<file path="src/design/pci_cond_consts.svh">
// Register offsets, field positions, reset values and select codes
`ifndef PCI_COND_CONSTS_SVH
`define PCI_COND_CONSTS_SVH

`define ACCEPT_HIGH_IDX 12'h342
`define SELECT_LOW_IDX 12'h344
`define ACCEPT_HIGH_ADDR (`ACCEPT_HIGH_IDX * 12'h004)
`define SELECT_LOW_ADDR (`SELECT_LOW_IDX * 12'h004)
`define REG_RESET 16'h0000
`define HI_RSVD_POS 11
`define SOFTWARE_TERMINATION_BIT_POS 7
`define GEN_COUNT 3'h4

`define SRC_ZERO 5'h00
`define SRC_GEN_MUX 5'h01
`define SRC_TRIG_A 5'h02
`define SRC_TRIG_B 5'h03
`define SRC_REMAP_FIRST 5'h08
`define SRC_REMAP_LAST 5'h12
`define SRC_PIN_FIRST 5'h13
`define SRC_PIN_LAST 5'h16
`define SRC_EVT_FIRST 5'h17
`define SRC_EVT_LAST 5'h1A
`define SRC_CMP_FIRST 5'h1B
`define SRC_CMP_LAST 5'h1D
`define SRC_CLC_ONE 5'h1F

`define QUAL_SW_ONLY 3'h7
`define SWM_ACCEPT 2'h0
`define SWM_AQUAL 2'h1
`define SWM_TQUAL 2'h2

`endif

</file>
<file path="src/design/pci_cond_pkg.sv">
// Types of the PWM control input conditioner
package pci_cond_pkg;

    typedef struct packed {
        logic bypass_enable;
        logic [2:0] bypass_source;
        logic rsvd;
        logic [2:0] acceptance_criteria;
        logic software_control_bit;
        logic [1:0] software_control_mode;
        logic latch_dominance_mode;
        logic termination_qualifier_polarity;
        logic [2:0] termination_qualifier_selector;
    } accept_high_t;

    typedef struct packed {
        logic termination_sync_disable;
        logic [2:0] termination_event;
        logic acceptance_qualifier_polarity;
        logic [2:0] acceptance_qualifier_selector;
        logic software_termination_bit;
        logic source_sync;
        logic source_polarity;
        logic [4:0] source_selector;
    } select_low_t;

    typedef struct packed {
        logic gen_out_mux;
        logic trigger_a;
        logic trigger_b;
        logic trigger_c;
        logic [18:8] remap;
        logic [22:19] pins;
        logic [26:23] events;
        logic [29:27] comparators;
        logic clc_one;
        logic duty_active;
        logic blank_active;
        logic gen_triggered;
    } pci_sources_t;

    typedef enum logic [2:0] {
        ACC_LEVEL = 3'h0,
        ACC_RISE = 3'h1,
        ACC_ANY = 3'h2,
        ACC_LATCH = 3'h3,
        ACC_LATCH_RISE = 3'h4,
        ACC_LATCH_ANY = 3'h5
    } accept_crit_t;

    typedef enum logic [2:0] {
        LS_IDLE = 3'b001,
        LS_HELD = 3'b010,
        LS_WAIT = 3'b100
    } latch_state_t;

endpackage

</file>
<file path="src/design/pci_conditioner.sv">
// PWM control input conditioner: registers, source selection, bypass
//
// Contract
// Source codes 0..3: zero, mux, triggers A/B
// Codes 8..18 remap inputs, 19..22 pins
// Events A-D, comparators 1-3, logic cell one
// Bypass enable takes another generator's output
// Bypass source code n picks generator n+1
// Absent bypass generator forces output zero
// Acceptance criteria codes 000..101, rest reserved
// Software bit drives its value where designated
// Mode 00 acceptance, 01 acceptance qualifier, 10 termination
// Latch reset-dominant when mode bit set
// Termination qualifier polarity inverts when set
// Termination qualifier codes; 111 software only
// Sync disable: terminate now, else at cycle end
// Termination event choices incl. auto terminate
// Manual termination only by software write
// Acceptance qualifier polarity inverts when set
// Software termination write pulses, reads zero
// Source sync samples source at cycle end
// Source polarity inverts selected source
// Acceptance qualifier shares termination qualifier codes
// Termination event codes in descending order
// Accept with qualifier; latch clears on qualified termination
// All fields reset to zero
//
// The APB interface to the registers is this design's own decision.
`timescale 1ns/1ps
`include "pci_cond_consts.svh"
module pci_conditioner
    import pci_cond_pkg::*;
(
    input wire logic clk,
    input wire logic srst,
    input wire logic psel,
    input wire logic penable,
    input wire logic pwrite,
    input wire logic [11:0] paddr,
    input wire logic [31:0] pwdata,
    input wire logic [3:0] pstrb,
    output logic [31:0] prdata,
    output logic pready,
    output logic pslverr,
    input wire pci_sources_t sources,
    input wire logic eoc,
    input wire logic [3:0] bypass_in,
    output logic local_out,
    output logic pci_out
);
    ////////////////////////////////////////////////////////////////////////////
    accept_high_t hi_q;
    select_low_t lo_q;
    logic term_write_q;
    logic [31:0] prdata_q;
    logic src_hold_q;
    logic pci_out_q;
    logic hit_hi;
    logic hit_lo;
    logic wr_en;
    logic src_raw;
    logic src_sel;
    logic src_eff;
    logic aq;
    logic tq;
    logic term_evt;
    logic auto_term;
    logic bypass_valid;

    function automatic logic pick_source(input logic [4:0] sel, input pci_sources_t s);
        pick_source = 1'b0;
        if (sel == `SRC_GEN_MUX) begin
            pick_source = s.gen_out_mux;
        end else if (sel == `SRC_TRIG_A) begin
            pick_source = s.trigger_a;
        end else if (sel == `SRC_TRIG_B) begin
            pick_source = s.trigger_b;
        end else if (sel >= `SRC_REMAP_FIRST && sel <= `SRC_REMAP_LAST) begin
            pick_source = s.remap[sel];
        end else if (sel >= `SRC_PIN_FIRST && sel <= `SRC_PIN_LAST) begin
            pick_source = s.pins[sel];
        end else if (sel >= `SRC_EVT_FIRST && sel <= `SRC_EVT_LAST) begin
            pick_source = s.events[sel];
        end else if (sel >= `SRC_CMP_FIRST && sel <= `SRC_CMP_LAST) begin
            pick_source = s.comparators[sel];
        end else if (sel == `SRC_CLC_ONE) begin
            pick_source = s.clc_one;
        end
    endfunction

    // Shared qualifier encoding, with polarity and software override
    function automatic logic qualify(input logic [2:0] sel, input logic pol,
                                     input logic sw, input pci_sources_t s);
        logic q;
        q = 1'b0;
        case (sel)
            3'h0: q = 1'b1;
            3'h1: q = s.duty_active;
            3'h2: q = s.blank_active;
            3'h3: q = s.gen_triggered;
            3'h4: q = s.gen_out_mux;
            3'h5: q = s.remap[8];
            3'h6: q = s.remap[9];
            default: q = 1'b0;
        endcase
        if (sel != `QUAL_SW_ONLY) q = q ^ pol;
        qualify = q | sw;
    endfunction

    ////////////////////////////////////////////////////////////////////////////
    // APB slave, zero wait states
    assign hit_hi = (paddr == `ACCEPT_HIGH_ADDR);
    assign hit_lo = (paddr == `SELECT_LOW_ADDR);
    assign wr_en = psel & penable & pwrite;
    assign pready = 1'b1;
    assign pslverr = psel & penable & ~(hit_hi | hit_lo);
    assign prdata = prdata_q;

    always_ff @(posedge clk) begin
        if (srst) begin
            hi_q <= accept_high_t'(`REG_RESET);
            lo_q <= select_low_t'(`REG_RESET);
        end else if (wr_en) begin
            if (hit_hi) begin
                if (pstrb[0]) hi_q[7:0] <= pwdata[7:0];
                if (pstrb[1]) hi_q[15:8] <= pwdata[15:8];
                hi_q[`HI_RSVD_POS] <= 1'b0;
            end else if (hit_lo) begin
                if (pstrb[0]) lo_q[7:0] <= pwdata[7:0];
                if (pstrb[1]) lo_q[15:8] <= pwdata[15:8];
                lo_q[`SOFTWARE_TERMINATION_BIT_POS] <= 1'b0;
            end
        end
    end

    // Software termination is a write-only strobe
    always_ff @(posedge clk) begin
        if (srst) begin
            term_write_q <= 1'b0;
        end else begin
            term_write_q <= wr_en & hit_lo & pstrb[0] & pwdata[`SOFTWARE_TERMINATION_BIT_POS];
        end
    end

    // Read data captured in the setup phase
    always_ff @(posedge clk) begin
        if (srst) begin
            prdata_q <= 32'h0000_0000;
        end else if (psel && !penable) begin
            if (hit_hi) begin
                prdata_q <= {16'h0000, hi_q};
            end else if (hit_lo) begin
                prdata_q <= {16'h0000, lo_q};
            end else begin
                prdata_q <= 32'h0000_0000;
            end
        end
    end

    ////////////////////////////////////////////////////////////////////////////
    // Source path
    assign src_raw = pick_source(lo_q.source_selector, sources);

    always_ff @(posedge clk) begin
        if (srst) begin
            src_hold_q <= 1'b0;
        end else if (eoc) begin
            src_hold_q <= src_raw;
        end
    end

    assign src_sel = lo_q.source_sync ? src_hold_q : src_raw;
    assign src_eff = (src_sel ^ lo_q.source_polarity) |
                     (hi_q.software_control_bit && hi_q.software_control_mode == `SWM_ACCEPT);
    assign aq = qualify(lo_q.acceptance_qualifier_selector,
                        lo_q.acceptance_qualifier_polarity,
                        hi_q.software_control_bit &&
                        hi_q.software_control_mode == `SWM_AQUAL, sources);
    assign tq = qualify(hi_q.termination_qualifier_selector,
                        hi_q.termination_qualifier_polarity,
                        hi_q.software_control_bit &&
                        hi_q.software_control_mode == `SWM_TQUAL, sources);

    always_comb begin
        term_evt = 1'b0;
        auto_term = 1'b0;
        case (lo_q.termination_event)
            3'h7: term_evt = sources.remap[9];
            3'h6: term_evt = sources.remap[8];
            3'h5: term_evt = sources.gen_out_mux;
            3'h4: term_evt = sources.trigger_c;
            3'h3: term_evt = sources.trigger_b;
            3'h2: term_evt = sources.trigger_a;
            3'h1: auto_term = 1'b1;
            default: term_evt = term_write_q;
        endcase
    end

    pci_latch_core u_core (
        .clk(clk),
        .srst(srst),
        .eoc(eoc),
        .src(src_eff),
        .aq(aq),
        .tq(tq),
        .term_evt(term_evt),
        .auto_term(auto_term),
        .criteria(hi_q.acceptance_criteria),
        .reset_dominant(hi_q.latch_dominance_mode),
        .sync_disable(lo_q.termination_sync_disable),
        .out_q(local_out)
    );

    ////////////////////////////////////////////////////////////////////////////
    // Bypass to another generator's conditioned input
    assign bypass_valid = hi_q.bypass_source < `GEN_COUNT;

    always_ff @(posedge clk) begin
        if (srst) begin
            pci_out_q <= 1'b0;
        end else if (!hi_q.bypass_enable) begin
            pci_out_q <= local_out;
        end else if (bypass_valid) begin
            pci_out_q <= bypass_in[hi_q.bypass_source[1:0]];
        end else begin
            pci_out_q <= 1'b0;
        end
    end

    assign pci_out = pci_out_q;
endmodule

</file>
<file path="src/design/pci_latch_core.sv">
// Acceptance criteria, set-reset latch and termination timing
`timescale 1ns/1ps
module pci_latch_core
    import pci_cond_pkg::*;
(
    input wire logic clk,
    input wire logic srst,
    input wire logic eoc,
    input wire logic src,
    input wire logic aq,
    input wire logic tq,
    input wire logic term_evt,
    input wire logic auto_term,
    input wire logic [2:0] criteria,
    input wire logic reset_dominant,
    input wire logic sync_disable,
    output logic out_q
);
    latch_state_t state_q;
    latch_state_t state_d;
    logic src_prev_q;
    logic rise;
    logic edge_seen;
    logic set_c;
    logic term_now;
    logic fire;
    logic latched_mode;
    logic out_d;
    accept_crit_t crit;

    assign crit = accept_crit_t'(criteria);
    assign rise = src & ~src_prev_q;
    assign edge_seen = src ^ src_prev_q;
    assign latched_mode = (crit == ACC_LATCH) || (crit == ACC_LATCH_RISE) ||
                          (crit == ACC_LATCH_ANY);
    assign term_now = (term_evt | (auto_term & src_prev_q & ~src)) & tq;
    assign fire = sync_disable | eoc;

    always_comb begin
        set_c = 1'b0;
        case (crit)
            ACC_LATCH: set_c = src & aq;
            ACC_LATCH_RISE: set_c = rise & aq;
            ACC_LATCH_ANY: set_c = edge_seen & aq;
            default: set_c = 1'b0;
        endcase
    end

    always_comb begin
        state_d = state_q;
        case (state_q)
            LS_IDLE: begin
                // Reset-dominant latch stays clear while set and reset both stand
                if (set_c && !(term_now && reset_dominant)) state_d = LS_HELD;
            end
            LS_HELD: begin
                if (term_now && !fire) begin
                    state_d = LS_WAIT;
                end else if (term_now) begin
                    state_d = (set_c && !reset_dominant) ? LS_HELD : LS_IDLE;
                end
            end
            LS_WAIT: begin
                if (fire) begin
                    state_d = (set_c && !reset_dominant) ? LS_HELD : LS_IDLE;
                end
            end
            default: state_d = LS_IDLE;
        endcase
        if (!latched_mode) state_d = LS_IDLE;
    end

    always_comb begin
        case (crit)
            ACC_LEVEL: out_d = src & aq;
            ACC_RISE: out_d = rise & aq;
            ACC_ANY: out_d = edge_seen & aq;
            ACC_LATCH, ACC_LATCH_RISE, ACC_LATCH_ANY: out_d = (state_d != LS_IDLE);
            default: out_d = 1'b0;
        endcase
    end

    always_ff @(posedge clk) begin
        if (srst) begin
            state_q <= LS_IDLE;
            src_prev_q <= 1'b0;
            out_q <= 1'b0;
        end else begin
            state_q <= state_d;
            src_prev_q <= src;
            out_q <= out_d;
        end
    end
endmodule

</file>
<file path="config.mk">
export PLATFORM = sky130hd
export DESIGN_NAME = pci_conditioner
export DESIGN_NICKNAME = d
export VERILOG_FILES = /design/src/design/pci_cond_pkg.sv /design/src/design/pci_conditioner.sv /design/src/design/pci_latch_core.sv
export VERILOG_INCLUDE_DIRS = /design/src /design/src/design
export SDC_FILE = /design/constraint.sdc
export NUM_CORES = 1
export LEC_CHECK = 0
export BUFFER_PORTS_ARGS = -buffer_cell sky130_fd_sc_hd__clkbuf_2
export CORE_UTILIZATION = 40
export DETAILED_ROUTE_END_ITERATION = 16
export PLACE_DENSITY = 0.79
export SLEW_MARGIN = 20
export SYNTH_ARGS = -nofsm -noshare
export SYNTH_HDL_FRONTEND = slang
export SYNTH_SLANG_ARGS = --single-unit
</file>
<file path="constraint.sdc">
create_clock -name clk -period 13.6 [get_ports clk]
set_input_delay 4.08 -clock clk [delete_from_list [all_inputs] [get_ports clk]]
set_output_delay 4.08 -clock clk [all_outputs]
set_load 0.02 [all_outputs]
</file>
==> flow_summary.rst, run 1 <==
.. list-table::
   :header-rows: 1

   * - Metric
     - Value
   * - Routability congestion estimate
     - about 0.89
   * - Fmax achieved
     - 107 MHz
   * - Synth Cell Area
     - 3250 um^2
   * - First-pass GRT wire length
     - around 13000 um
   * - WL final
     - just over 8000 um
   * - Insertion delay of the later-clocked pin in the worst-skew pair
     - 0.31 ns
   * - Min Tclk post-route
     - roughly 9.3 ns
   * - Setup violation total in the final timing report
     - 0
   * - Vertical die dimension
     - between 90 and 100 um
   * - Area growth, synth to finish
     - 15.6%
   * - Slowest library cell on the worst path
     - buf_4
   * - Share of the yosys chip area belonging to registers
     - roughly 33%
   * - Slowest cell delay on critical path
     - approximately 0.25 ns
   * - Number of buffers and inverters on the critical path
     - 3
   * - Data required time at the worst endpoint
     - about 9.5 ns
   * - Proportion of layout cells with a drive suffix above 1
     - about a quarter
   * - Clock skew after layout
     - roughly 0.0086 ns
   * - Pin slew with the least headroom to its limit
     - slightly above 1 ns
   * - Synthesized flop and latch total
     - 54
   * - Share of flip-flops with an asynchronous set or reset
     - 0%
   * - Total design power
     - about 0.00029 W
   * - Area taken by multi-input logic gates
     - a little under 2000 um^2
   * - Overall routing resource usage
     - roughly 20%
   * - Largest cells by area after synthesis
     - dfxtp_1 33%, mux2i_1 12%, nor2_1 6.2%
   * - Cells traversed along the worst timing path
     - clkbuf_2 > nand4b_1 > nor3_1 > nand2_1 > nor3b_2 > buf_4 > nor3_1 > clkbuf_2
   * - Mean post-synth cell area
     - roughly 8.6 um^2
   * - Num CTS Buffers
     - 5
   * - Final Hold Vio Count
     - 0
   * - Most area-hungry cell type in the Yosys netlist
     - dfxtp_1
   * - Maximum resistive drop on vdd
     - 0.0000382 V
   * - Count of buffers inserted at the top-level ports
     - between 80 and 90
   * - X dimension of the die
     - ~92 um
   * - Buffer depth of the longest clock path
     - 2
   * - Pre-antenna DRT Iters
     - 4
   * - Total vias in the final route
     - roughly 3100
   * - Full die area
     - ~8500 um^2
   * - CP max FO
     - 18
   * - IO Count
     - ~120
   * - Sequential Area
     - about 1100 um^2
   * - Critical path data arrival time
     - between 5 and 6 ns
   * - Final Cycle Share
     - between 60 and 70%
   * - DRC errors left
     - 0
   * - Vias per std cell
     - ~5.6
   * - Top cell types by occurrence after synthesis
     - 54 x dfxtp_1, 54 x nor2_1, 40 x mux2i_1
   * - Number of instances in the synthesized netlist
     - around 380
   * - Minimum setup slack after placement
     - approximately 4.2 ns
   * - # clock sinks
     - 54
   * - Initial DRC Count
     - 182
   * - Number of warnings printed during yosys synthesis
     - 0
   * - Final instance count without filler cells
     - roughly 550
   * - Placed insts
     - approximately 540
   * - Total power per unit cell area
     - about 76 nW/um^2
   * - Cell at the root of the clock tree
     - clkbuf_8
   * - H-tree level count
     - 2
   * - Number of antenna violations at the first check in global routing
     - 0
   * - Outcome
     - completed
   * - Number of placement rows
     - 32
   * - Antenna violation net count after detailed routing
     - 0
   * - Net count reported at finish
     - between 500 and 600
   * - Remaining Overflow, GRT
     - 0
   * - Worst rel slew slack
     - approximately 30%
   * - Number of flops mapped to enable cells by yosys
     - 0
   * - Netlist cell types
     - 64
   * - Starting density of the core
     - roughly two fifths
   * - Critical Path End Type
     - primary output
   * - CTS resizes
     - 0
   * - Post-DP HPWL
     - approximately 6300 um
   * - Area share of the largest cell type after synthesis
     - 33.2%
   * - CP startpoint kind
     - input pin
   * - Count of final max-slew check failures
     - 0
   * - Pin count of the biggest net entering global routing
     - between 50 and 60
   * - Critical path class
     - input pin to primary output
   * - Diodes inserted
     - 0
   * - Hold crit path type
     - register to register
   * - Area of the placeable core
     - ~7800 um^2
   * - CTS Hold Buffers Added
     - 0
   * - Static leakage power
     - between 1 and 1.5 nW
   * - Final Worst Setup Slack
     - ~4.3 ns
   * - Post-CTS Repair Setup Buffers
     - 0
   * - Via count of the first global-routing pass
     - slightly below 3000
   * - Setup repair after global routing missed its margin
     - no
   * - Routed wire per std cell
     - approximately 15 um
   * - Setup Total Neg Slack
     - 0 ns
   * - Clock tree from TritonCTS
     - built
   * - Max_cap viols
     - 0
   * - Most frequently used flop master after synthesis
     - dfxtp_1
   * - CP delay by family, top
     - simple AND/OR/NAND/NOR gates
   * - Clock transition at the register clock pins on the worst setup and hold paths after CTS
     - around 0.09 ns
   * - Fill cells
     - ~760
[logic make-up (layout without fill, tap and decap cells)]
group           count (synthesis)  count (layout)  synth area share (%)
compound gates                 90              90                  20.6
fa+ha+maj                       1               1                 0.385
buf+inv                        53             110                  8.77
flops                          54              54                  33.2
mux                            43              43                  14.4
other cells                     2              17                 0.231
simple gates                  134             134                  22.4
[worst paths after layout]
path	depth (start not counted)	slack (ns)	start	end
worst max-delay path	8	4.26	paddr[9]	pslverr
worst min-delay path	2	0.48	prdata[11]	prdata[11]
worst max register to register	14	9.36	lo_q[1]	u_core.state_q[0]
worst min register to register	2	0.48	prdata[11]	prdata[11]
[stage by stage]
| step | utilization (%) | cell area (um^2) | hold WS [ns] |
|---|---|---|---|
| 2_1_floorplan | - | 3310 | 0.462 |
| 3_3_place_gp | 46.9 | 3660 | 0.459 |
| 3_5_place_dp | 46.9 | 3660 | 0.460 |
| 4_1_cts | 48.1 | 3760 | 0.475 |
| 5_1_grt | 48.2 | 3760 | 0.517 |
| 6_report | 48.2 | 3760 | 0.478 |
[flip-flops by register name, summed over array words and instances, names as in the netlist]
register,flops
u_core.src_prev_q,1
u_core.state_q,3
pci_out,1
term_write_q,1
u_core.out_q,1
src_hold_q,1
prdata,16
hi_q,15
lo_q,15
[cell usage in the layout (no fill, tap or decap), types with 3 or more instances in the layout]
cell type / n
nor2b_1: 4
nor2_1: 54
dfxtp_1: 54
a31oi_1: 4
mux4_2: 3
nand2_1: 8
nor3_1: 6
clkbuf_2: 88
a221oi_1: 3
conb_1: 17
nor4_1: 4
nor3b_1: 4
nand2b_1: 11
and3_1: 6
and3b_1: 4
inv_1: 12
a21oi_1: 12
a211oi_1: 15
clkbuf_8: 6
o211ai_1: 4
a22oi_1: 14
nand3b_1: 8
nand3_1: 6
mux2i_1: 40
o21ai_0: 7
[report_power, final]
| part | total, W | switching [W] | internal (W) |
|---|---|---|---|
| Combinational | 0.0000330 | 0.0000199 | 0.0000131 |
| Clock | 0.0000919 | 0.0000507 | 0.0000412 |
| Sequential | 0.000162 | 0.00000120 | 0.000160 |
| Total | 0.000287 | 0.0000718 | 0.000215 |
[area by class of cell]
class	instances	area share (%)
clock buffers	7	2.30
clock inverters	1	0.133
inverters	12	1.20
multi-input cells	285	52.1
flip-flops and latches	54	28.7
well taps	102	3.39
repair buffers	90	12.1
[tightest hold or removal path, stage by stage (launching register included)]
cell	delay (ns)
dfxtp_1	0.32
nand2b_1	0.06
a21oi_1	0.05
[metal layers]
layer	wire [um]	up-vias	share of wire (%)	GRT usage, %
met2	4000	102	49	33.8
met1	3560	1451	44	24.4
met3	400	15	4.9	3.15
met4	144	0	1.8	6.90
met5	0	-	0	0
li1	-	1504	-	-
(Power assumes the default switching activity.)
==> run 2: changes to the inputs <==
--- a/config.mk
+++ b/config.mk
@@ -9,7 +9,7 @@
 export BUFFER_PORTS_ARGS = -buffer_cell sky130_fd_sc_hd__clkbuf_2
 export CORE_UTILIZATION = 40
 export DETAILED_ROUTE_END_ITERATION = 16
-export PLACE_DENSITY = 0.79
+export PLACE_DENSITY = 0.82
 export SLEW_MARGIN = 20
 export SYNTH_ARGS = -nofsm -noshare
 export SYNTH_HDL_FRONTEND = slang
==> constraint.sdc (replaced) <==
create_clock -name clk -period 7.6 [get_ports clk]
set_input_delay 2.28 -clock clk [delete_from_list [all_inputs] [get_ports clk]]
set_output_delay 2.28 -clock clk [all_outputs]
set_load 0.02 [all_outputs]
==> run 2 against run 1 <==
Effect of this change: critical path depth did not move; final area is 0.60% higher; die area unchanged; global-route usage fell by 0.64 points; clock power grew 110%; worst setup slack worse by 2.4 ns; clock skew is 0.0013 ns lower; first-iteration DRC count rose by 50%.
==> flow_summary.rst, run 2 (synthesized netlist as in run 1, its figures left out) <==
.. list-table::
   :header-rows: 1

   * - Metric
     - Value
   * - Outcome
     - completed (unchanged)
   * - Area of the placeable core
     - 7810 um^2 (unchanged)
   * - Data required time at the worst endpoint
     - 5.32 ns (was 9.52 ns)
   * - Proportion of layout cells with a drive suffix above 1
     - 25.6% (was 25.4%)
   * - Net count reported at finish
     - 537 (unchanged)
   * - Non-Filler Cell Area, Final
     - 3780 um^2 (was 3760 um^2)
   * - Clock skew after layout
     - 0.00726 ns (was 0.00859 ns)
   * - Pin count of the biggest net entering global routing
     - 53 (unchanged)
   * - Critical path data arrival time
     - 3.47 ns (was 5.26 ns)
   * - End point of the most critical hold path
     - prdata[11] (unchanged)
   * - Fmax achieved
     - roughly 170 MHz
   * - Area growth, synth to finish
     - 16.3% (was 15.6%)
   * - Vias per std cell
     - 5.55 (was 5.58)
   * - Flip-flop count of the largest register after layout
     - 16 (unchanged)
   * - Total design power
     - 0.000539 W (was 0.000287 W)
   * - Count of final max-slew check failures
     - 0 (unchanged)
   * - IO Count
     - 124 (unchanged)
   * - Total vias in the final route
     - 3060 (was 3072)
   * - DRC errors left
     - 0 (unchanged)
   * - Initial DRC Count
     - 273 (was 182)
   * - Max_cap viols
     - 0 (unchanged)
   * - CTS resizes
     - 0 (unchanged)
   * - Setup Total Neg Slack
     - 0 ns (unchanged)
   * - # clock sinks
     - 54 (unchanged)
   * - Number of placement rows
     - 32 (unchanged)
   * - CP startpoint kind
     - input pin (unchanged)
   * - Final-layout worst hold slack
     - 0.476 ns (was 0.478 ns)
   * - Total power per unit cell area
     - 143 nW/um^2 (was 76.2 nW/um^2)
   * - Final Worst Setup Slack
     - 1.85 ns (was 4.26 ns)
   * - Routed wire per std cell
     - 14.0 um (was 14.7 um)
   * - Insertion delay of the later-clocked pin in the worst-skew pair
     - 0.31 ns (about the same)
   * - Post-DP HPWL
     - 6030 um (was 6290 um)
   * - Antenna violation net count after detailed routing
     - 0 (unchanged)
   * - Beginning of the worst hold path
     - prdata[11] (unchanged)
   * - Remaining Overflow, GRT
     - 0 (unchanged)
   * - Cell at the root of the clock tree
     - clkbuf_8 (unchanged)
   * - Maximum resistive drop on vdd
     - 0.0000944 V (was 0.0000382 V)
   * - Starting density of the core
     - 41.7% (unchanged)
   * - Buffer depth of the longest clock path
     - 2 (unchanged)
   * - Final Hold Vio Count
     - 0 (unchanged)
   * - Commonest cells after routing, fill and taps aside
     - 88 x clkbuf_2, 54 x nor2_1, 54 x dfxtp_1 (unchanged)
   * - X dimension of the die
     - 92.2 um (unchanged)
   * - Worst reg2reg startpoint
     - lo_q[1] (unchanged)
   * - Pre-antenna DRT Iters
     - 5 (was 4)
   * - Via count of the first global-routing pass
     - 2863 (was 2917)
   * - Setup repair after global routing missed its margin
     - no (unchanged)
   * - Reg-to-reg setup timing slack
     - 3.37 ns (was 9.36 ns)
   * - Critical Path End Type
     - primary output (unchanged)
   * - First-pass GRT wire length
     - 13000 um (was 13400 um)
   * - Critical path class
     - input pin to primary output (unchanged)
   * - Worst hold path cell count
     - 2 (unchanged)
   * - Final Cycle Share
     - approximately 76%
   * - Overall routing resource usage
     - 18.9% (was 19.5%)
   * - Diodes inserted
     - 0 (unchanged)
   * - Post-CTS Repair Setup Buffers
     - 0 (unchanged)
   * - Reg-to-Reg End
     - u_core.out_q (was u_core.state_q[0])
   * - Static leakage power
     - 1.41 nW (about the same)
   * - Worst rel slew slack
     - 31.3% (was 30.7%)
   * - Number of antenna violations at the first check in global routing
     - 0 (unchanged)
   * - Pin slew with the least headroom to its limit
     - 1.03 ns (was 1.04 ns)
   * - Placed cell areas
     - 3660 um^2 (unchanged)
   * - Clock transition at the register clock pins on the worst setup and hold paths after CTS
     - 0.10 ns (was 0.09 ns)
   * - CP max FO
     - 18 (unchanged)
   * - Vertical die dimension
     - 92.2 um (unchanged)
   * - Minimum setup slack after placement
     - 1.79 ns (was 4.25 ns)
   * - Hold crit path type
     - register to register (unchanged)
   * - WL final
     - 7730 um (was 8110 um)
   * - Num CTS Buffers
     - 5 (unchanged)
   * - Full die area
     - 8500 um^2 (unchanged)
   * - Beginning of the critical path
     - paddr[9] (unchanged)
   * - Count of buffers inserted at the top-level ports
     - 88 (unchanged)
   * - CTS Hold Buffers Added
     - 0 (unchanged)
   * - H-tree level count
     - 2 (unchanged)
   * - Routability congestion estimate
     - 0.897 (was 0.888)
   * - Setup violation total in the final timing report
     - 0 (unchanged)
   * - Most frequent standard cell in the layout excluding fill and tap cells
     - clkbuf_2 (unchanged)
   * - Clock tree from TritonCTS
     - built (unchanged)
   * - Cell depth of the worst flop-to-flop path
     - 14 (unchanged)
   * - Min Tclk post-route
     - 5.75 ns
[run 2: changes by cell type in the layout (fill, tap and decap cells not counted), sizes merged]
cell      delta
clkbuf       -2
clkinvlp     +2
bufinv       +1
clkinv       -1
[run 2: worst max-delay path, cell delays in order]
cell	delay, ns
clkbuf_2	0.07
nand4b_1	0.16
nor3_1	0.16
nand2_1	0.12
nor3b_2	0.19
buf_4	0.25
nor3_1	0.08
clkbuf_2	0.16
[run 2: worst max-delay path by stage]
stage                        end  slack [ns]  depth (start not counted)
6_report                 pslverr        1.85                          8
5_1_grt                  pslverr        1.69                          8
4_1_cts                  pslverr        1.85                          8
3_5_place_dp   u_core.state_q[0]        1.79                         14
3_3_place_gp        u_core.out_q        1.82                         15
2_1_floorplan            pslverr        1.63                          6
[run 2: final cells by class]
class / count / area [um^2]
fillers: 739 / 4020
clock buffers: 5 / 68.8
flip-flops and latches: 54 / 1080
multi-input cells: 285 / 1960
well taps: 102 / 128
clock inverters: 3 / 45.0
inverters: 12 / 45.0
repair buffers: 90 / 455
[run 2: report_power, final]
group | total (W) | switching (W) | internal, W | leakage, nW
clock network | 0.000192 | 0.0000936 | 0.0000980 | 0.0504
logic | 0.0000586 | 0.0000351 | 0.0000235 | 0.920
registers | 0.000289 | 0.00000207 | 0.000287 | 0.437
total | 0.000539 | 0.000131 | 0.000408 | 1.41
[run 2: per-stage QoR]
step	instances	util, %
floorplan	392	-
global placement	543	46.9
detailed placement	543	46.9
CTS	551	48.4
global route	551	48.5
finish	551	48.5
[run 2: routing by layer]
| layer | vias to the layer above | GRT usage (%) | wire [um] | share of wire (%) |
|---|---|---|---|---|
| met4 | 0 | 6.25 | 161 | 2.1 |
| met3 | 16 | 3.98 | 461 | 6.0 |
| li1 | 1501 | - | - | - |
| met1 | 1440 | 23.7 | 3340 | 43 |
| met2 | 103 | 32.2 | 3770 | 49 |
| met5 | - | 0 | 0 | 0 |
==> run 3: changes to the inputs <==
--- a/config.mk
+++ b/config.mk
@@ -6,10 +6,11 @@
 export SDC_FILE = /design/constraint.sdc
 export NUM_CORES = 1
 export LEC_CHECK = 0
+export ABC_AREA = 1
 export BUFFER_PORTS_ARGS = -buffer_cell sky130_fd_sc_hd__clkbuf_2
 export CORE_UTILIZATION = 40
 export DETAILED_ROUTE_END_ITERATION = 16
-export PLACE_DENSITY = 0.82
+export PLACE_DENSITY = 0.8
 export SLEW_MARGIN = 20
 export SYNTH_ARGS = -nofsm -noshare
 export SYNTH_HDL_FRONTEND = slang
==> constraint.sdc (replaced) <==
create_clock -name clk -period 5.54 [get_ports clk]
set_input_delay 1.662 -clock clk [delete_from_list [all_inputs] [get_ports clk]]
set_output_delay 1.662 -clock clk [all_outputs]
set_load 0.02 [all_outputs]
==> run 3 against run 2 <==
Effect of this change: hold slack got worse by 0.014 ns; sequential cell count unchanged; global-route usage grew 2.1 points; largest cell class unchanged; largest power group unchanged.
==> flow_summary.rst, run 3 <==
.. list-table::
   :header-rows: 1

   * - Metric
     - Value
   * - Outcome
     - completed (unchanged)
   * - Share of the yosys chip area belonging to registers
     - 34.3% (was 33.2%)
   * - Clock transition at the register clock pins on the worst setup and hold paths after CTS
     - 0.10 ns (about the same)
   * - Insertion delay of the later-clocked pin in the worst-skew pair
     - 0.31 ns (about the same)
   * - Share of flip-flops with an asynchronous set or reset
     - 0% (unchanged)
   * - Critical path data arrival time
     - 2.74 ns (was 3.47 ns)
   * - Initial DRC Count
     - 233 (was 273)
   * - Diodes inserted
     - 0 (unchanged)
   * - Most frequent standard cell in the layout excluding fill and tap cells
     - nand2_1 (was clkbuf_2)
   * - Post-CTS Repair Setup Buffers
     - 0 (unchanged)
   * - Starting density of the core
     - 41.0% (was 41.7%)
   * - Area of the placeable core
     - 7690 um^2 (was 7810 um^2)
   * - Final instance count without filler cells
     - 655 (was 551)
   * - Number of warnings printed during yosys synthesis
     - 0 (unchanged)
   * - Full die area
     - 8240 um^2 (was 8500 um^2)
   * - Number of flops mapped to enable cells by yosys
     - 0 (unchanged)
   * - Most common cell in the synthesized netlist
     - nand2_1
   * - Net count reported at finish
     - 641 (was 537)
   * - Non-Filler Cell Area, Final
     - 3670 um^2 (was 3780 um^2)
   * - Commonest cells after routing, fill and taps aside
     - 90 x nand2_1, 88 x clkbuf_2, 62 x inv_1 (was 88 x clkbuf_2, 54 x nor2_1, 54 x dfxtp_1)
   * - Pre-antenna DRT Iters
     - 4 (was 5)
   * - CP max FO
     - 4 (was 18)
   * - Synth Cell Area
     - 3150 um^2 (was 3250 um^2)
   * - DRC errors left
     - 0 (unchanged)
   * - Proportion of layout cells with a drive suffix above 1
     - 21.0% (was 25.6%)
   * - Clock tree from TritonCTS
     - built (unchanged)
   * - CP startpoint kind
     - input pin (unchanged)
   * - Pin slew with the least headroom to its limit
     - 0.909 ns (was 1.03 ns)
   * - Total power per unit cell area
     - 184 nW/um^2 (was 143 nW/um^2)
   * - Final Cycle Share
     - 79.4%
   * - First-pass GRT wire length
     - 14300 um (was 13000 um)
   * - CTS Hold Buffers Added
     - 0 (unchanged)
   * - Min Tclk post-route
     - roughly 4.4 ns
   * - Mean post-synth cell area
     - 6.64 um^2 (was 8.63 um^2)
   * - Pin count of the biggest net entering global routing
     - 43 (was 53)
   * - Cell at the root of the clock tree
     - clkbuf_8 (unchanged)
   * - Number of placement rows
     - 32 (unchanged)
   * - Placed insts
     - 647 (was 543)
   * - Number of instances in the synthesized netlist
     - 475 (was 377)
   * - Final Hold Vio Count
     - 0 (unchanged)
   * - Post-DP HPWL
     - 6570 um (was 6030 um)
   * - CTS resizes
     - 0 (unchanged)
   * - Via count of the first global-routing pass
     - 3169 (was 2863)
   * - Number of antenna violations at the first check in global routing
     - 0 (unchanged)
   * - Static leakage power
     - 1.58 nW (was 1.41 nW)
   * - Vertical die dimension
     - 90.8 um (was 92.2 um)
   * - Setup Total Neg Slack
     - 0 ns (unchanged)
   * - Buffer depth of the longest clock path
     - 2 (unchanged)
   * - Area growth, synth to finish
     - 16.3% (about the same)
   * - X dimension of the die
     - 90.8 um (was 92.2 um)
   * - Data required time at the worst endpoint
     - 3.88 ns (was 5.32 ns)
   * - Overall routing resource usage
     - 21.1% (was 18.9%)
   * - Num CTS Buffers
     - 5 (unchanged)
   * - Minimum setup slack after placement
     - 1.15 ns (was 1.79 ns)
   * - Flip-flop count of the largest register after layout
     - 16 (unchanged)
   * - Max_cap viols
     - 0 (unchanged)
   * - Maximum resistive drop on vdd
     - 0.0000894 V (was 0.0000944 V)
   * - Antenna violation net count after detailed routing
     - 0 (unchanged)
   * - Routability congestion estimate
     - 0.856 (was 0.897)
   * - Most area-hungry cell type in the Yosys netlist
     - dfxtp_1 (unchanged)
   * - Hold crit path type
     - register to register (unchanged)
   * - Placed cell areas
     - 3580 um^2 (was 3660 um^2)
   * - Final Worst Setup Slack
     - 1.14 ns (was 1.85 ns)
   * - # clock sinks
     - 54 (unchanged)
   * - Fmax achieved
     - 227 MHz
   * - Clock skew after layout
     - 0.0113 ns (was 0.00726 ns)
   * - Total vias in the final route
     - 3404 (was 3060)
   * - Count of buffers inserted at the top-level ports
     - 88 (unchanged)
   * - Remaining Overflow, GRT
     - 0 (unchanged)
   * - Worst rel slew slack
     - 39.4% (was 31.3%)
   * - Critical Path End Type
     - primary output (unchanged)
   * - Vias per std cell
     - 5.20 (was 5.55)
   * - Routed wire per std cell
     - 12.9 um (was 14.0 um)
   * - Area share of the largest cell type after synthesis
     - 34.3% (was 33.2%)
   * - Setup violation total in the final timing report
     - 0 (unchanged)
   * - Critical path class
     - input pin to primary output (unchanged)
   * - Largest cells by area after synthesis
     - dfxtp_1 34%, nand2_1 11%, inv_1 7.4% (was dfxtp_1 33%, mux2i_1 12%, nor2_1 6.2%)
   * - Top cell types by occurrence after synthesis
     - 90 x nand2_1, 62 x inv_1, 54 x dfxtp_1 (was 54 x dfxtp_1, 54 x nor2_1, 40 x mux2i_1)
   * - Count of final max-slew check failures
     - 0 (unchanged)
   * - Most frequently used flop master after synthesis
     - dfxtp_1 (unchanged)
   * - Netlist cell types
     - 33 (was 64)
   * - H-tree level count
     - 2 (unchanged)
   * - Setup repair after global routing missed its margin
     - no (unchanged)
   * - WL final
     - 8430 um (was 7730 um)
   * - Synthesized flop and latch total
     - 54 (unchanged)
   * - IO Count
     - 124 (unchanged)
[run 3: changes by cell type after synthesis, sizes merged, moves of 23 or more]
cell,before,now
nand2,8,97
inv,12,65
mux2i,40,0
nand3,6,30
o21ai,8,32
a21oi,12,35
[run 3: stage by stage]
stage	power [W]	util, %	hold WS, ns
2_1_floorplan	0.000439	-	0.426
3_3_place_gp	0.000465	46.6	0.444
3_5_place_dp	0.000466	46.6	0.454
4_1_cts	0.000680	47.7	0.470
5_1_grt	0.000706	47.7	0.484
6_report	0.000675	47.7	0.462
[run 3: path summary, 6_finish.rpt]
kind / to / from / cells past startpoint / slack [ns]
setup / recovery: pslverr / paddr[2] / 8 / 1.14
hold / removal: pci_out / hi_q[15] / 1 / 0.46
setup reg to reg: u_core.out_q / lo_q[0] / 23 / 2.57
hold reg to reg: pci_out / hi_q[15] / 1 / 0.46
[run 3: worst max-delay path, stage by stage]
cell      delay [ns]
clkbuf_2        0.11
nor2_1          0.10
nand3_1         0.06
nor3_1          0.33
nand2_1         0.16
nand3_1         0.10
a21oi_1         0.04
clkbuf_2        0.17
[run 3: routing by layer]
metal | up-vias | part of all wire (%) | GRT usage [%]
li1 | 1712 | - | -
met1 | 1555 | 43 | 26.6
met3 | 13 | 5.8 | 3.28
met4 | 0 | 1.7 | 7.14
met2 | 124 | 49 | 36.3
met5 | - | 0 | 0
[run 3: kinds of logic (layout without fill, tap and decap cells)]
logic type	Yosys count	count (layout)	synth area share, %
compound gates	114	114	21.3
fa+ha+maj	1	1	0.397
xor+xnor	2	2	0.555
flops	54	54	34.3
simple gates	203	203	29.1
buf+inv	99	162	14.2
other cells	2	17	0.238
[run 3: final cells by class]
| cell class | instances | area, um^2 |
|---|---|---|
| repair buffers | 89 | 448 |
| well taps | 102 | 128 |
| multi-input cells | 337 | 1680 |
| fillers | 793 | 4020 |
| inverters | 65 | 244 |
| flip-flops and latches | 54 | 1080 |
| clock buffers | 6 | 72.6 |
| clock inverters | 2 | 13.8 |
[run 3: power breakdown]
part	leakage, nW	internal (W)	switching (W)
clock network	0.0452	0.0000895	0.000128
logic	1.10	0.0000245	0.0000440
registers	0.435	0.000389	0.000000426
